**config.mk**
```make
export PLATFORM = sky130hd
export DESIGN_NAME = stdc_top
export DESIGN_NICKNAME = d
export VERILOG_FILES = /design/src/hdl/stdc_pkg.sv /design/src/hdl/stdc_page_mem.sv /design/src/hdl/stdc_top.sv
export SDC_FILE = /design/constraint.sdc
export NUM_CORES = 1
export LEC_CHECK = 0
export BUFFER_PORTS_ARGS = -buffer_cell sky130_fd_sc_hd__buf_2
export CAP_MARGIN = 25
export CORE_ASPECT_RATIO = 0.75
export CORE_MARGIN = 1
export CORE_UTILIZATION = 60
export CTS_CLUSTER_DIAMETER = 100
export DETAILED_ROUTE_END_ITERATION = 12
export PLACE_DENSITY = 0.79
export SLEW_MARGIN = 10
export SYNTH_ARGS = -nofsm -noshare
export SYNTH_HDL_FRONTEND = slang
export SYNTH_SLANG_ARGS = --single-unit
```
**constraint.sdc**
```tcl
create_clock -name mclk -period 10.7 [get_ports mclk]
set_clock_uncertainty 0.1 [all_clocks]
set_input_delay 1.07 -clock mclk [delete_from_list [all_inputs] [get_ports mclk]]
set_output_delay 1.07 -clock mclk [all_outputs]
set_load 0.02 [all_outputs]
```
**src/hdl/stdc_pkg.sv**
```systemverilog
// Shared constants and carriers for the system timing and memory control block.
// Assumes a single 100 MHz mclk domain; the master oscillator arrives as a pin.
package stdc_pkg;
  // Division ratios
  localparam int unsigned MASTER_DIV = 8;
  localparam int unsigned SLOW_DIV = 4;
  localparam int unsigned FAST_DIV = 2;
  // Master oscillator rises in one quarter of the processor clock period
  localparam int unsigned SLOW_QUARTER = MASTER_DIV * SLOW_DIV / 4;
  localparam int unsigned FAST_QUARTER = MASTER_DIV * FAST_DIV / 4;
  // Refresh timing
  localparam int unsigned REFRESH_ROWS = 256;
  localparam int unsigned REFRESH_WINDOW_MS = 4;
  localparam int unsigned CLK_MHZ = 100;
  localparam int unsigned REFRESH_WINDOW_CYC = REFRESH_WINDOW_MS * 1000 * 1000 * CLK_MHZ / 1000;
  localparam int unsigned REFRESH_PERIOD_CYC = REFRESH_WINDOW_CYC / REFRESH_ROWS;
  // Paging unit decode
  localparam logic [15:0] PAGE_BASE = 16'hffa0;
  localparam logic [15:0] PAGE_LAST = 16'hffaf;
  localparam int unsigned PAGE_ENTRIES = 16;
  localparam int unsigned PAGE_BITS = 6;
  localparam int unsigned PAGE_SHIFT = 13;
  // Device select codes for the external decoder
  localparam logic [2:0] SEL_RAM = 3'h7;
  localparam logic [2:0] SEL_ROM = 3'h0;
  localparam logic [2:0] SEL_ADAPT = 3'h1;
  localparam logic [2:0] SEL_CART = 3'h2;
  localparam logic [15:0] ROM_BASE = 16'h8000;
  localparam logic [15:0] CART_BASE = 16'hc000;
  localparam logic [15:0] ADAPT_BASE = 16'hff00;
  localparam logic [15:0] ADAPT_LAST = 16'hff3f;
  localparam logic [15:0] IO_BASE = 16'hff00;

  // Processor bus request as seen by the block
  typedef struct packed {
    logic [15:0] addr;
    logic readNotWrite;
  } stdc_cpu_req_t;

  // DRAM strobe and address group
  typedef struct packed {
    logic [7:0] memAddr;
    logic rowStrobeN;
    logic colStrobeN;
    logic bank0WriteEnableN;
    logic bank1WriteEnableN;
  } stdc_dram_t;

  typedef enum logic [2:0] {ST_IDLE, ST_ROW, ST_COL, ST_HOLD, ST_DONE} stdc_phase_t;
endpackage : stdc_pkg

```
**src/hdl/stdc_page_mem.sv**
```systemverilog
// Paging unit memory: sixteen entries of upper physical address bits.
// Assumes writes and reads come from the same clock; read data is registered.
`timescale 1ns/1ps
module stdc_page_mem #(
  parameter int unsigned DEPTH = 16,
  parameter int unsigned WIDTH = 6
) (
  input wire logic mclk,
  input wire logic writeEn,
  input wire logic [$clog2(DEPTH)-1:0] writeIdx,
  input wire logic [WIDTH-1:0] writeData,
  input wire logic [$clog2(DEPTH)-1:0] readIdx,
  output logic [WIDTH-1:0] readData
);
  logic [WIDTH-1:0] store [DEPTH];

  // Entry storage
  always_ff @(posedge mclk) begin
    if (writeEn) begin
      store[writeIdx] <= writeData;
    end
  end

  // Registered read port
  always_ff @(posedge mclk) begin
    readData <= store[readIdx];
  end
endmodule : stdc_page_mem

```
**src/hdl/stdc_top.sv**
```systemverilog
// System timing, address multiplex, refresh and device select logic.
// Assumes the master oscillator pin is sampled on mclk; processor pins are async.
// Functional notes
// - Master oscillator divided by eight gives the colour reference
// - Colour reference divided by four slow or two fast gives processor clocks
// - Both clocks half duty; quadrature leads phase clock by quarter period
// - Processor owns memory while phase clock high, video while low
// - Processor address reaches memory only during phase clock high
// - All sixteen processor address lines feed the multiplexed address
// - Row half with row strobe, then column half with column strobe
// - Row half carries low eight bits, column half the upper bits
// - Read cycles keep write enable high throughout
// - Write enable asserted before column strobe falls
// - Two write enables select one of two 64K banks
// - Refresh covers 256 rows within 4 ms
// - Three-line select code for an external decoder
// - ROM enabled only in phase clock high read cycles
// - Paging unit at FFA0-FFAF supplies upper physical address bits
`timescale 1ns/1ps
module stdc_top #(
  parameter int unsigned REFRESH_PERIOD = stdc_pkg::REFRESH_PERIOD_CYC
) (
  input wire logic mclk,
  input wire logic sys_rst,
  input wire logic masterOsc,
  input wire logic fastSpeed,
  input wire logic [15:0] cpuAddr,
  input wire logic cpuReadNotWrite,
  input wire logic [7:0] cpuData,
  input wire logic [15:0] videoAddr,
  output logic colourRef,
  output logic phaseClk,
  output logic quadClk,
  output logic [7:0] muxedMemAddr,
  output logic [2:0] physBankAddr,
  output logic rowStrobeN,
  output logic colStrobeN,
  output logic bank0_write_enable_nOut,
  output logic bank1_write_enable_nOut,
  output logic [2:0] selectCode,
  output logic romEnableN,
  output logic refreshActive
);
  ////////////////////////////////////////////////////////////////////////////
  // Pin synchronisers
  logic [2:0] oscSync_r;
  logic [1:0] speedSync_r;
  logic [1:0] rwSync_r;
  logic [15:0] addrMeta_r;
  logic [15:0] addrSync_r;
  logic [7:0] dataMeta_r;
  logic [7:0] dataSync_r;
  logic [15:0] vidMeta_r;
  logic [15:0] vidSync_r;

  // Two-flop synchronisers; third oscillator flop only feeds edge detection
  always_ff @(posedge mclk or posedge sys_rst) begin
    if (sys_rst) begin
      oscSync_r <= 3'h0;
      speedSync_r <= 2'h0;
      rwSync_r <= 2'h3;
      addrMeta_r <= 16'h0000;
      addrSync_r <= 16'h0000;
      dataMeta_r <= 8'h00;
      dataSync_r <= 8'h00;
      vidMeta_r <= 16'h0000;
      vidSync_r <= 16'h0000;
    end else begin
      oscSync_r <= {oscSync_r[1:0], masterOsc};
      speedSync_r <= {speedSync_r[0], fastSpeed};
      rwSync_r <= {rwSync_r[0], cpuReadNotWrite};
      addrMeta_r <= cpuAddr;
      addrSync_r <= addrMeta_r;
      dataMeta_r <= cpuData;
      dataSync_r <= dataMeta_r;
      vidMeta_r <= videoAddr;
      vidSync_r <= vidMeta_r;
    end
  end

  logic oscRise;
  assign oscRise = oscSync_r[1] & ~oscSync_r[2];

  ////////////////////////////////////////////////////////////////////////////
  // Clock dividers
  logic [2:0] masterCnt_r;
  logic [2:0] quarterEnd;
  logic [2:0] quarterCnt_r;
  logic [1:0] procPhase_r;
  logic fast_r;

  // Master oscillator divided by eight
  always_ff @(posedge mclk or posedge sys_rst) begin
    if (sys_rst) begin
      masterCnt_r <= 3'h0;
      colourRef <= 1'b0;
    end else if (oscRise) begin
      masterCnt_r <= masterCnt_r + 3'h1;
      colourRef <= masterCnt_r[2];
    end
  end
  // Last oscillator rise of a quarter period, per speed
  assign quarterEnd = fast_r ? 3'(stdc_pkg::FAST_QUARTER - 1) : 3'(stdc_pkg::SLOW_QUARTER - 1);

  // Quarter-period counter: fast mode makes each quarter half as long
  always_ff @(posedge mclk or posedge sys_rst) begin
    if (sys_rst) begin
      quarterCnt_r <= 3'h0;
      procPhase_r <= 2'h0;
      fast_r <= 1'b0;
    end else if (oscRise) begin
      if (quarterCnt_r == quarterEnd) begin
        quarterCnt_r <= 3'h0;
        procPhase_r <= procPhase_r + 2'h1;
        if (procPhase_r[1:0] == 2'h3) begin
          fast_r <= speedSync_r[1];
        end
      end else begin
        quarterCnt_r <= quarterCnt_r + 3'h1;
      end
    end
  end
  // Quarter steps: 3 Q rises, 0 E rises, 1 Q falls, 2 E falls
  logic quarterTick;
  assign quarterTick = oscRise && (quarterCnt_r == quarterEnd);
  // Phase clock level after this edge, so registered gates follow it without lag
  logic phaseClk_nxt;
  assign phaseClk_nxt = quarterTick ? (procPhase_r == 2'h0 || procPhase_r == 2'h1) : phaseClk;

  // Processor clocks, half duty with quadrature lead
  always_ff @(posedge mclk or posedge sys_rst) begin
    if (sys_rst) begin
      phaseClk <= 1'b0;
      quadClk <= 1'b0;
    end else if (quarterTick) begin
      quadClk <= (procPhase_r[1:0] == 2'h3) || (procPhase_r[1:0] == 2'h0);
      phaseClk <= (procPhase_r[1:0] == 2'h0) || (procPhase_r[1:0] == 2'h1);
    end
  end

  ////////////////////////////////////////////////////////////////////////////
  // Paging unit
  logic pageHit;
  logic [2:0] pageUpper;
  logic [stdc_pkg::PAGE_BITS-1:0] pageOut;
  assign pageHit = (addrSync_r >= stdc_pkg::PAGE_BASE) && (addrSync_r <= stdc_pkg::PAGE_LAST);

  stdc_page_mem #(
    .DEPTH(stdc_pkg::PAGE_ENTRIES),
    .WIDTH(stdc_pkg::PAGE_BITS)
  ) pageMem (
    .mclk(mclk),
    .writeEn(pageHit && !rwSync_r[1] && quarterTick && phaseClk && procPhase_r[1:0] == 2'h1),
    .writeIdx(addrSync_r[3:0]),
    .writeData(dataSync_r[stdc_pkg::PAGE_BITS-1:0]),
    .readIdx({1'b0, addrSync_r[15:stdc_pkg::PAGE_SHIFT]}),
    .readData(pageOut)
  );
  // Top three entry bits are the physical bank bits above the processor space
  assign pageUpper = pageOut[stdc_pkg::PAGE_BITS-1:stdc_pkg::PAGE_BITS-3];

  ////////////////////////////////////////////////////////////////////////////
  // Refresh scheduling
  logic [$clog2(REFRESH_PERIOD+1)-1:0] refreshTimer_r;
  logic refreshDue_r;
  logic [7:0] refreshRow_r;
  stdc_pkg::stdc_phase_t state_r;

  // Refresh request every window/rows cycles, served in the next video slot
  always_ff @(posedge mclk or posedge sys_rst) begin
    if (sys_rst) begin
      refreshTimer_r <= '0;
      refreshDue_r <= 1'b0;
    end else begin
      if (refreshTimer_r == $bits(refreshTimer_r)'(REFRESH_PERIOD - 1)) begin
        refreshTimer_r <= '0;
      end else begin
        refreshTimer_r <= refreshTimer_r + 1'b1;
      end
      if (refreshTimer_r == $bits(refreshTimer_r)'(REFRESH_PERIOD - 1)) begin
        refreshDue_r <= 1'b1;
      end else if (state_r == stdc_pkg::ST_DONE && refreshActive) begin
        refreshDue_r <= 1'b0;
      end
    end
  end

  ////////////////////////////////////////////////////////////////////////////
  // DRAM access sequencer: one strobed access in each half of E
  logic slotCpu_r;
  logic slotWrite_r;
  logic slotBank_r;
  logic [15:0] slotAddr_r;

  always_ff @(posedge mclk or posedge sys_rst) begin
    if (sys_rst) begin
      state_r <= stdc_pkg::ST_IDLE;
      slotCpu_r <= 1'b0;
      slotWrite_r <= 1'b0;
      slotBank_r <= 1'b0;
      slotAddr_r <= 16'h0000;
      refreshActive <= 1'b0;
    end else begin
      unique case (state_r)
        stdc_pkg::ST_IDLE: begin
          // Start of each E half, on the quarter tick where E rises or falls
          if (quarterTick && procPhase_r[0] == 1'b0) begin
            state_r <= stdc_pkg::ST_ROW;
            slotCpu_r <= (procPhase_r[1:0] == 2'h0);
            refreshActive <= (procPhase_r[1:0] == 2'h2) && refreshDue_r;
            slotWrite_r <= (procPhase_r[1:0] == 2'h0) && !rwSync_r[1]
                           && addrSync_r < stdc_pkg::ROM_BASE;
            // Lowest paged bank bit picks which 64K bank sees the write
            slotBank_r <= pageUpper[0];
            slotAddr_r <= (procPhase_r[1:0] == 2'h0) ? addrSync_r
                          : (refreshDue_r ? {8'h00, refreshRow_r} : vidSync_r);
          end
        end
        stdc_pkg::ST_ROW: if (oscRise) state_r <= stdc_pkg::ST_COL;
        stdc_pkg::ST_COL: if (oscRise) state_r <= stdc_pkg::ST_HOLD;
        stdc_pkg::ST_HOLD: if (quarterTick) state_r <= stdc_pkg::ST_DONE;
        stdc_pkg::ST_DONE: begin
          state_r <= stdc_pkg::ST_IDLE;
          refreshActive <= 1'b0;
        end
      endcase
    end
  end

  // Refresh row counter, advances after each refresh and wraps
  always_ff @(posedge mclk or posedge sys_rst) begin
    if (sys_rst) begin
      refreshRow_r <= 8'h00;
    end else if (state_r == stdc_pkg::ST_DONE && refreshActive) begin
      refreshRow_r <= refreshRow_r + 8'h01;
    end
  end

  // DRAM pins registered from the sequencer state
  always_ff @(posedge mclk or posedge sys_rst) begin
    if (sys_rst) begin
      muxedMemAddr <= 8'h00;
      rowStrobeN <= 1'b1;
      colStrobeN <= 1'b1;
      bank0_write_enable_nOut <= 1'b1;
      bank1_write_enable_nOut <= 1'b1;
      physBankAddr <= 3'h0;
    end else begin
      rowStrobeN <= !(state_r == stdc_pkg::ST_ROW || state_r == stdc_pkg::ST_COL
                      || state_r == stdc_pkg::ST_HOLD);
      colStrobeN <= !((state_r == stdc_pkg::ST_COL || state_r == stdc_pkg::ST_HOLD)
                      && !refreshActive);
      muxedMemAddr <= (state_r == stdc_pkg::ST_ROW) ? slotAddr_r[7:0]
                      : slotAddr_r[15:8];
      // Write enable falls with row strobe, leading column strobe by one oscillator rise, only in CPU writes
      bank0_write_enable_nOut <= !(slotCpu_r && slotWrite_r && !slotBank_r
        && state_r != stdc_pkg::ST_IDLE && state_r != stdc_pkg::ST_DONE);
      bank1_write_enable_nOut <= !(slotCpu_r && slotWrite_r && slotBank_r
        && state_r != stdc_pkg::ST_IDLE && state_r != stdc_pkg::ST_DONE);
      physBankAddr <= slotCpu_r ? pageUpper : 3'h0;
    end
  end

  ////////////////////////////////////////////////////////////////////////////
  // Device select and ROM gating
  always_ff @(posedge mclk or posedge sys_rst) begin
    if (sys_rst) begin
      selectCode <= stdc_pkg::SEL_RAM;
      romEnableN <= 1'b1;
    end else begin
      if (addrSync_r >= stdc_pkg::ADAPT_BASE && addrSync_r <= stdc_pkg::ADAPT_LAST) begin
        selectCode <= stdc_pkg::SEL_ADAPT;
      end else if (addrSync_r >= stdc_pkg::CART_BASE && addrSync_r < stdc_pkg::IO_BASE) begin
        selectCode <= stdc_pkg::SEL_CART;
      end else if (addrSync_r >= stdc_pkg::ROM_BASE && addrSync_r < stdc_pkg::CART_BASE) begin
        selectCode <= stdc_pkg::SEL_ROM;
      end else begin
        selectCode <= stdc_pkg::SEL_RAM;
      end
      romEnableN <= !(phaseClk_nxt && rwSync_r[1] && addrSync_r >= stdc_pkg::ROM_BASE
                      && addrSync_r < stdc_pkg::CART_BASE);
    end
  end
endmodule : stdc_top
```
==> results of run 1 <==
placed cells by master (no fill, tap or decap), types with 8 or more instances in the layout:
cell,Yosys,layout
dfrtp_1,141,141
buf_2,1,63
nand2_1,34,34
edfxtp_1,24,24
mux2_4,19,19
clkbuf_16,0,17
xnor2_1,13,13
o21ai_0,13,13
mux2_2,13,13
nor2_1,11,11
dfstp_2,10,10
mux2i_1,9,9
nand3_1,9,9
ha_1,9,9
a22o_1,8,8
nor4_2,8,8
power by group through the flow:
stage	Sequential [uW]	Combinational [uW]	Clock [uW]
after floorplan	854	181	0
after global placement	835	276	0
after detailed placement	840	284	0
after CTS	830	286	603
after global routing	840	315	629
final	830	285	590
sequential cells by signal (all words and copies together) (netlist names), 2 cells and up:
name              flops
addrMeta_r           16
addrSync_r           16
dataMeta_r            3
dataSync_r            3
masterCnt_r           3
muxedMemAddr          8
oscSync_r             3
pageMem.readData      3
pageMem.store        24
physBankAddr          3
procPhase_r           2
quarterCnt_r          3
refreshRow_r          8
refreshTimer_r       11
rwSync_r              2
selectCode            3
slotAddr_r           16
speedSync_r           2
state_r               3
vidMeta_r            16
vidSync_r            16
worst max-delay path, cell delays in order, from the launching register on:
cell	delay, ps
dfrtp_1	660
nand4_2	230
or4_1	760
nor4_2	520
metal layers:
metal  up-vias  part of all wire  GRT usage
met4         0             0.015     0.0864
met5         -                 0          0
met3        19             0.061     0.0616
li1       1622                 -          -
met1      1751              0.46      0.323
met2       126              0.46      0.318
metrics by stage:
stage               cell area [um2]  utilization
finish                         7550        0.723
global route                   7550        0.723
CTS                            7530        0.720
detailed placement             6960        0.666
global placement               6960        0.666
floorplan                      6540            -
final timing paths:
kind                                           from                             to
setup / recovery           addrSync_r[13]$_DFF_PP0_  pageMem.store[1][5]$_DFFE_PP_
hold / removal             addrMeta_r[13]$_DFF_PP0_       addrSync_r[13]$_DFF_PP0_
setup reg to reg           addrSync_r[13]$_DFF_PP0_  pageMem.store[1][5]$_DFFE_PP_
hold reg to reg            addrMeta_r[13]$_DFF_PP0_       addrSync_r[13]$_DFF_PP0_
max in group asynchronous                   sys_rst     procPhase_r[0]$_DFFE_PP0P_
min in group asynchronous                   sys_rst         vidMeta_r[2]$_DFF_PP0_
kinds of logic (layout without fill, tap and decap cells):
group | after synthesis | after routing | synth area share
DFF | 178 | 178 | 0.699
and+or+nand+nor | 107 | 107 | 0.101
buffers and inverters | 21 | 106 | 0.0185
muxes | 47 | 47 | 0.100
xor gates and xnor gates | 19 | 19 | 0.0254
adders and majority gates | 9 | 9 | 0.0172
AOI/OAI and AO/OA | 37 | 37 | 0.0386
synthesized netlist by cell type (all sizes together) (5+ instances only):
cell type  instances  area share
nand2             34       0.020
nor2              11      0.0063
nor2b              5      0.0048
nand4              7      0.0076
buf                8       0.011
inv                7      0.0040
nand3              9      0.0069
o21ai             13      0.0099
mux4               6       0.021
edfxtp            24        0.11
xor2               6      0.0080
or4                5      0.0063
nor4               9       0.016
dfstp             10       0.040
mux2i              9       0.014
ha                 9       0.017
xnor2             13       0.017
mux2              32       0.066
nor3               5      0.0071
dfrtp            141        0.54
a22o               8       0.011
clkbuf             6      0.0034
cell type report:
cell class,count,share of cell area
clock buffers,20,0.0592
clock inverters,12,0.0164
inverters,7,0.00414
multi-input cells,219,0.245
flip-flops and latches,178,0.605
well taps,136,0.0225
repair buffers,67,0.0474
==> tab_implementation.tex, run 1 <==
\begin{tabular}{lr}
\hline
Metric & Value \\
\hline
\multicolumn{2}{l}{\textbf{Pwr}} \\
Sequential group share of total power & 0.487 \\
Combinational share of power & 0.167 \\
Power spent charging and discharging nets & 472 uW \\
Switching share of power & 0.277 \\
PwrDens & 226 nW/um2 \\
Total power & 1710 uW \\
IR drop worst, VDD & 151 uV \\
Leakage power summed over all cells & 0.00335 uW \\
Internal & 1230 uW \\
Clock network power share & 0.346 \\
\multicolumn{2}{l}{\textbf{Drt}} \\
Total Routed Length & 11,200 um \\
Iteration-0 DRC count of the detailed router & 243 \\
Antenna Nets Post-Route & 0 \\
DR vias/cell & 5.51 \\
Remaining routing DRC violations & 0 \\
Average wire per standard cell & 17.5 um \\
Total via count in the routed design & 3,518 \\
Initial DRT Pass Iterations & 4 \\
\multicolumn{2}{l}{\textbf{Cells and area}} \\
Number of diodes & 0 \\
Area growth from synthesis to layout & 15.4\% \\
Count of nets after finishing & 544 \\
FF+latch area & 4570 um2 \\
Final Instance Count excl. Fillers & 639 \\
Area of the multi-input gates & 1850 um2 \\
Fraction of final layout cells with drive strength greater than 1 & 0.320 \\
Fill cell total of the finished layout & 661 \\
\multicolumn{2}{l}{\textbf{Critical path}} \\
Kind of critical path & flop to flop \\
CP Capture Type & flop \\
Crit-path max FO & 8 \\
Setup slack on the worst flop-to-flop path & 8060 ps \\
Req. time, crit path & 10,650 ps \\
Arr. time, crit path & 2590 ps \\
Startpoint type of the worst setup path & flop \\
R2R depth & 3 \\
\multicolumn{2}{l}{\textbf{Global route}} \\
Largest net degree at the start of global routing & 79 \\
First-pass GRT wire length & 18,300 um \\
Total grt overflow & 0 \\
Global-route usage over all layers & 0.222 \\
Antenna violations before repair & 0 \\
Vias in the first global route & 3,600 \\
\multicolumn{2}{l}{\textbf{Yosys}} \\
Share of synthesized area occupied by flip-flops and latches & 0.699 \\
Post-Synthesis Cells & 418 \\
Net count after synthesis & 472 \\
Synth async-reset ratio & 0.848 \\
Total standard cell area after synthesis & 6540 um2 \\
Number of synthesis warnings & 0 \\
Syn\_area\_per\_cell & 15.7 um2 \\
Count of distinct cell types in the synthesized netlist & 53 \\
Most used DFF post-synth & dfrtp\_1 \\
Post-synthesis register bit count & 178 \\
EDFF count, synth & 24 \\
\multicolumn{2}{l}{\textbf{Floorplanning}} \\
Total Die Area & 11,300 um2 \\
Core Area & 10,500 um2 \\
FP Rows & 32 \\
Ports & 68 \\
Y dimension of the die & 92.4 um \\
Initial Util & 0.626 \\
Die span in x & 123 um \\
\multicolumn{2}{l}{\textbf{STA}} \\
Max Slew Vio Count & 0 \\
Final hold slack & 243 ps \\
Min cycle time layout & 2640 ps \\
Number of hold violations in the final report & 0 \\
Slew at the pin closest to its max-slew limit & 830 ps \\
Unrepaired setup endpoints after global routing & no \\
Sum of negative setup slack & 0 ps \\
Tightest slew margin relative to the limit & 0.443 \\
Total setup violations reported at the end of the flow & 0 \\
Maximum frequency from static timing analysis & 379 MHz \\
Smallest setup slack after layout & 8060 ps \\
Final worst-path cycle share & 0.247 \\
\multicolumn{2}{l}{\textbf{Clocking}} \\
Clock-pin transition on the worst setup and hold timing paths & 70 ps \\
Worst-case clock buffer depth & 2 \\
Post-CTS setup repair buffer count & 0 \\
CTS-repair resized insts & 0 \\
Clock Latency Late Sink & 420 ps \\
TritonCTS clock tree & built \\
CTS HTree Levels & 4 \\
Number of clock buffers inserted by TritonCTS & 17 \\
Root buf cell & clkbuf\_16 \\
CTS sink count & 178 \\
Post-CTS Hold Fix Bufs & 0 \\
\multicolumn{2}{l}{\textbf{Placement}} \\
\# placed instances & 605 \\
Routability-driven placement congestion ratio & 0.804 \\
Count of buffers inserted at the top-level ports & 62 \\
Final HPWL DP & 7160 um \\
Place WS & 7920 ps \\
\multicolumn{2}{l}{\textbf{Run}} \\
\# Max-Cap Violations & 0 \\
\multicolumn{2}{l}{\textbf{Worst hold path}} \\
Min-delay worst type & flop to flop \\
Cell depth of the worst hold path & 0 \\
\multicolumn{2}{l}{\textbf{Outcome}} \\
Status & finished, final reports clean \\
\hline
\end{tabular}
No activity file was read; power rests on OpenSTA's default activity.
==> inputs of run 2 (changes only) <==
--- a/config.mk
+++ b/config.mk
@@ -9,10 +9,10 @@
 export CAP_MARGIN = 25
 export CORE_ASPECT_RATIO = 0.75
 export CORE_MARGIN = 1
-export CORE_UTILIZATION = 60
+export CORE_UTILIZATION = 52
 export CTS_CLUSTER_DIAMETER = 100
 export DETAILED_ROUTE_END_ITERATION = 12
-export PLACE_DENSITY = 0.79
+export PLACE_DENSITY = 0.73
 export SLEW_MARGIN = 10
 export SYNTH_ARGS = -nofsm -noshare
 export SYNTH_HDL_FRONTEND = slang
==> constraint.sdc (replaced) <==
create_clock -name mclk -period 2.15 [get_ports mclk]
set_clock_uncertainty 0.1 [all_clocks]
set_input_delay 0.215 -clock mclk [delete_from_list [all_inputs] [get_ports mclk]]
set_output_delay 0.215 -clock mclk [all_outputs]
set_load 0.02 [all_outputs]
==> run 2 against run 1 <==
  * Global-route usage is 1.5 points lower
  * Combinational power grew to 5.9 times the previous value
  * Clock power grew to 5.5 times the previous value
  * Final area is 9.5% higher
  * Flip-flop and latch count stayed put
  * Die area is 15% higher
  * Worst setup slack worse by 8000 ps
  * First-iteration DRC count is 7.4% lower
  * Via count is 7.5% higher
  * Total power grew to 5.3 times the previous value
  * Fmax is 25% higher
  * Highest routed layer unchanged
==> tab_implementation.tex, run 2 (same netlist as run 1, synthesis figures left out) <==
\begin{tabular}{lr}
\hline
Metric & Value \\
\hline
\multicolumn{2}{l}{\textbf{Outcome}} \\
Status & finished, final reports clean \\
\multicolumn{2}{l}{\textbf{Critical path}} \\
CP Capture Type & flop \\
Chain of cells forming the critical path & inv\_2, ha\_2, nand4b\_1, or4\_4, buf\_12, nor4\_4, buf\_4 \\
Startpoint type of the worst setup path & flop \\
Largest incremental delay on the critical path & 450 ps (-310 ps) \\
Worst-path cell with the longest stage delay & or4\_4 \\
Req. time, crit path & 2190 ps (-8460 ps) \\
Kind of critical path & flop to flop \\
Arr. time, crit path & 2150 ps (-440 ps) \\
Crit-path max FO & 8 (unchanged) \\
R2R depth & 7 (+4) \\
\multicolumn{2}{l}{\textbf{Global route}} \\
Antenna violations before repair & 0 (unchanged) \\
Global-route usage over all layers & 0.207 (-0.0149) \\
Total grt overflow & 0 (unchanged) \\
Largest net degree at the start of global routing & 94 (+19\%) \\
Vias in the first global route & 3,860 (+7.2\%) \\
First-pass GRT wire length & 20,100 um (+10\%) \\
\multicolumn{2}{l}{\textbf{Drt}} \\
Total routed wire length on the met1 layer & 5550 um (+7.7\%) \\
Total via count in the routed design & 3,781 (+7.5\%) \\
Total met3 wirelength after detailed routing & 519 um (-24\%) \\
Iteration-0 DRC count of the detailed router & 225 (-7.4\%) \\
Max Used Layer & met4 \\
DR vias/cell & 5.22 (-5.3\%) \\
Antenna Nets Post-Route & 0 (unchanged) \\
Remaining routing DRC violations & 0 (unchanged) \\
Average wire per standard cell & 16.5 um (-5.7\%) \\
Detailed-routed wire length on met2 & 5730 um (+10\%) \\
Initial DRT Pass Iterations & 4 (unchanged) \\
Total Routed Length & 12,000 um (+7.0\%) \\
\multicolumn{2}{l}{\textbf{Floorplanning}} \\
Die span in x & 132 um (+7.3\%) \\
Total Die Area & 13,000 um2 (+15\%) \\
Initial Util & 0.534 (-0.0925) \\
Y dimension of the die & 99.1 um (+7.3\%) \\
FP Rows & 35 (+9.4\%) \\
Ports & 68 (unchanged) \\
Core Area & 12,300 um2 (+17\%) \\
\multicolumn{2}{l}{\textbf{Placement}} \\
Final HPWL DP & 7410 um (+3.4\%) \\
Count of buffers inserted at the top-level ports & 62 (unchanged) \\
Routability-driven placement congestion ratio & 0.744 (-7.4\%) \\
Placed instance area & 7170 um2 (+3.0\%) \\
\multicolumn{2}{l}{\textbf{STA}} \\
Slew at the pin closest to its max-slew limit & 708 ps (-122 ps) \\
Total setup violations reported at the end of the flow & 0 (unchanged) \\
Maximum frequency from static timing analysis & 475 MHz (+25\%) \\
Number of hold violations in the final report & 0 (unchanged) \\
Tightest slew margin relative to the limit & 0.523 (+0.0800) \\
Final hold slack & 247 ps (+4.10 ps) \\
Min cycle time layout & 2100 ps (-534 ps) \\
Max Slew Vio Count & 0 (unchanged) \\
Final worst-path cycle share & 0.979 (+0.732) \\
\multicolumn{2}{l}{\textbf{Cells and area}} \\
Number of diodes & 0 (unchanged) \\
Post-layout instance area & 8270 um2 (+9.5\%) \\
Commonest non-fill, non-tap cells in the layout & dfrtp\_1, buf\_2, dlygate4sd3\_1 \\
Commonest non-fill, non-tap cell in the layout & dfrtp\_1 \\
Count of nets after finishing & 601 (+10\%) \\
Area growth from synthesis to layout & 26.4\% \\
Fraction of final layout cells with drive strength greater than 1 & 0.327 (+0.00729) \\
Flip-flop count of the largest register after layout & 24 (unchanged) \\
Share of the core filled with cells & 0.674 (-0.0482) \\
Largest reg by FF count & pageMem.store \\
\multicolumn{2}{l}{\textbf{Clocking}} \\
Worst-case clock buffer depth & 2 (unchanged) \\
Number of clock buffers inserted by TritonCTS & 17 (unchanged) \\
Clock-pin transition on the worst setup and hold timing paths & 60 ps (about the same) \\
CTS HTree Levels & 4 (unchanged) \\
TritonCTS clock tree & built \\
Post-CTS setup repair buffer count & 0 (unchanged) \\
Root buf cell & clkbuf\_16 \\
CTS sink count & 178 (unchanged) \\
Clock Latency Late Sink & 420 ps (about the same) \\
\multicolumn{2}{l}{\textbf{Pwr}} \\
Clock network power share & 0.360 (+0.014) \\
PwrDens & 1090 nW/um2 (+380\%) \\
Switching share of power & 0.270 (-0.00616) \\
Leakage power summed over all cells & 0.00376 uW (+12\%) \\
Internal & 6550 uW (+430\%) \\
Power spent charging and discharging nets & 2430 uW (+410\%) \\
IR drop worst, VDD & 750 uV (+400\%) \\
Sequential group share of total power & 0.455 (-0.032) \\
Combinational share of power & 0.186 (+0.019) \\
\multicolumn{2}{l}{\textbf{Worst hold path}} \\
Cell depth of the worst hold path & 0 (unchanged) \\
Min-delay worst type & flop to flop \\
\multicolumn{2}{l}{\textbf{Run}} \\
\# Max-Cap Violations & 0 (unchanged) \\
\hline
\end{tabular}
run 2: path summary, 6_finish.rpt:
check / startpoint / end / slack, ps
hold / removal: addrMeta_r[10]$_DFF_PP0_ / addrSync_r[10]$_DFF_PP0_ / 250
hold reg to reg: addrMeta_r[10]$_DFF_PP0_ / addrSync_r[10]$_DFF_PP0_ / 250
setup / recovery: procPhase_r[1]$_DFFE_PP0P_ / pageMem.store[0][4]$_DFFE_PP_ / 50
max in group asynchronous: sys_rst / addrMeta_r[10]$_DFF_PP0_ / 1010
setup reg to reg: procPhase_r[1]$_DFFE_PP0P_ / pageMem.store[0][4]$_DFFE_PP_ / 50
min in group asynchronous: sys_rst / oscSync_r[0]$_DFF_PP0_ / 360
run 2: stage by stage:
stage | power (uW) | setup slack (ps) | setup TNS [ps] | std cells
floorplan | 5160 | -59.8 | -8430 | 418
global placement | 5660 | 7.36 | 0 | 655
detailed placement | 5720 | -78.9 | -662 | 655
CTS | 9030 | -41.7 | -456 | 725
global route | 9390 | -26.9 | -84.0 | 725
finish | 8980 | 46.0 | 0 | 725
run 2: power groups by stage:
stage,Clock [uW],Sequential (uW),Combinational [uW]
floorplan,0,4250,904
global placement,0,4120,1550
detailed placement,0,4130,1590
CTS,3280,4080,1660
global route,3440,4130,1820
finish,3230,4080,1670
run 2: worst max-delay path, delay by kind of cell (launching register included):
kind,cells,cell delay [ps]
and+or+nand+nor,3,770
DFF,1,390
buffers and inverters,3,390
adders and majority gates,1,160
run 2: repair_timing:
action | CTS | global route
pin swaps | 0 | 3
gates resized for setup | 2 | 12
endpoints found under the setup margin | 18 | 24
hold endpoints to repair | 179 | 0
hold buffers | 39 | 0
run 2: cell type report:
class	instances	area, um2
Sequential cell	178	4570
Multi-Input combinational cell	219	1930
Clock buffer	19	453
Tap cell	166	208
Inverter	7	30.0
Fill cell	831	3990
Timing Repair Buffer	124	911
Clock inverter	12	170
run 2: per-layer routing:
layer  GRT usage  vias up
li1            -     1742
met1       0.283     1935
met2       0.320       90
met3      0.0607       14
met4      0.0733        0
met5           0        -
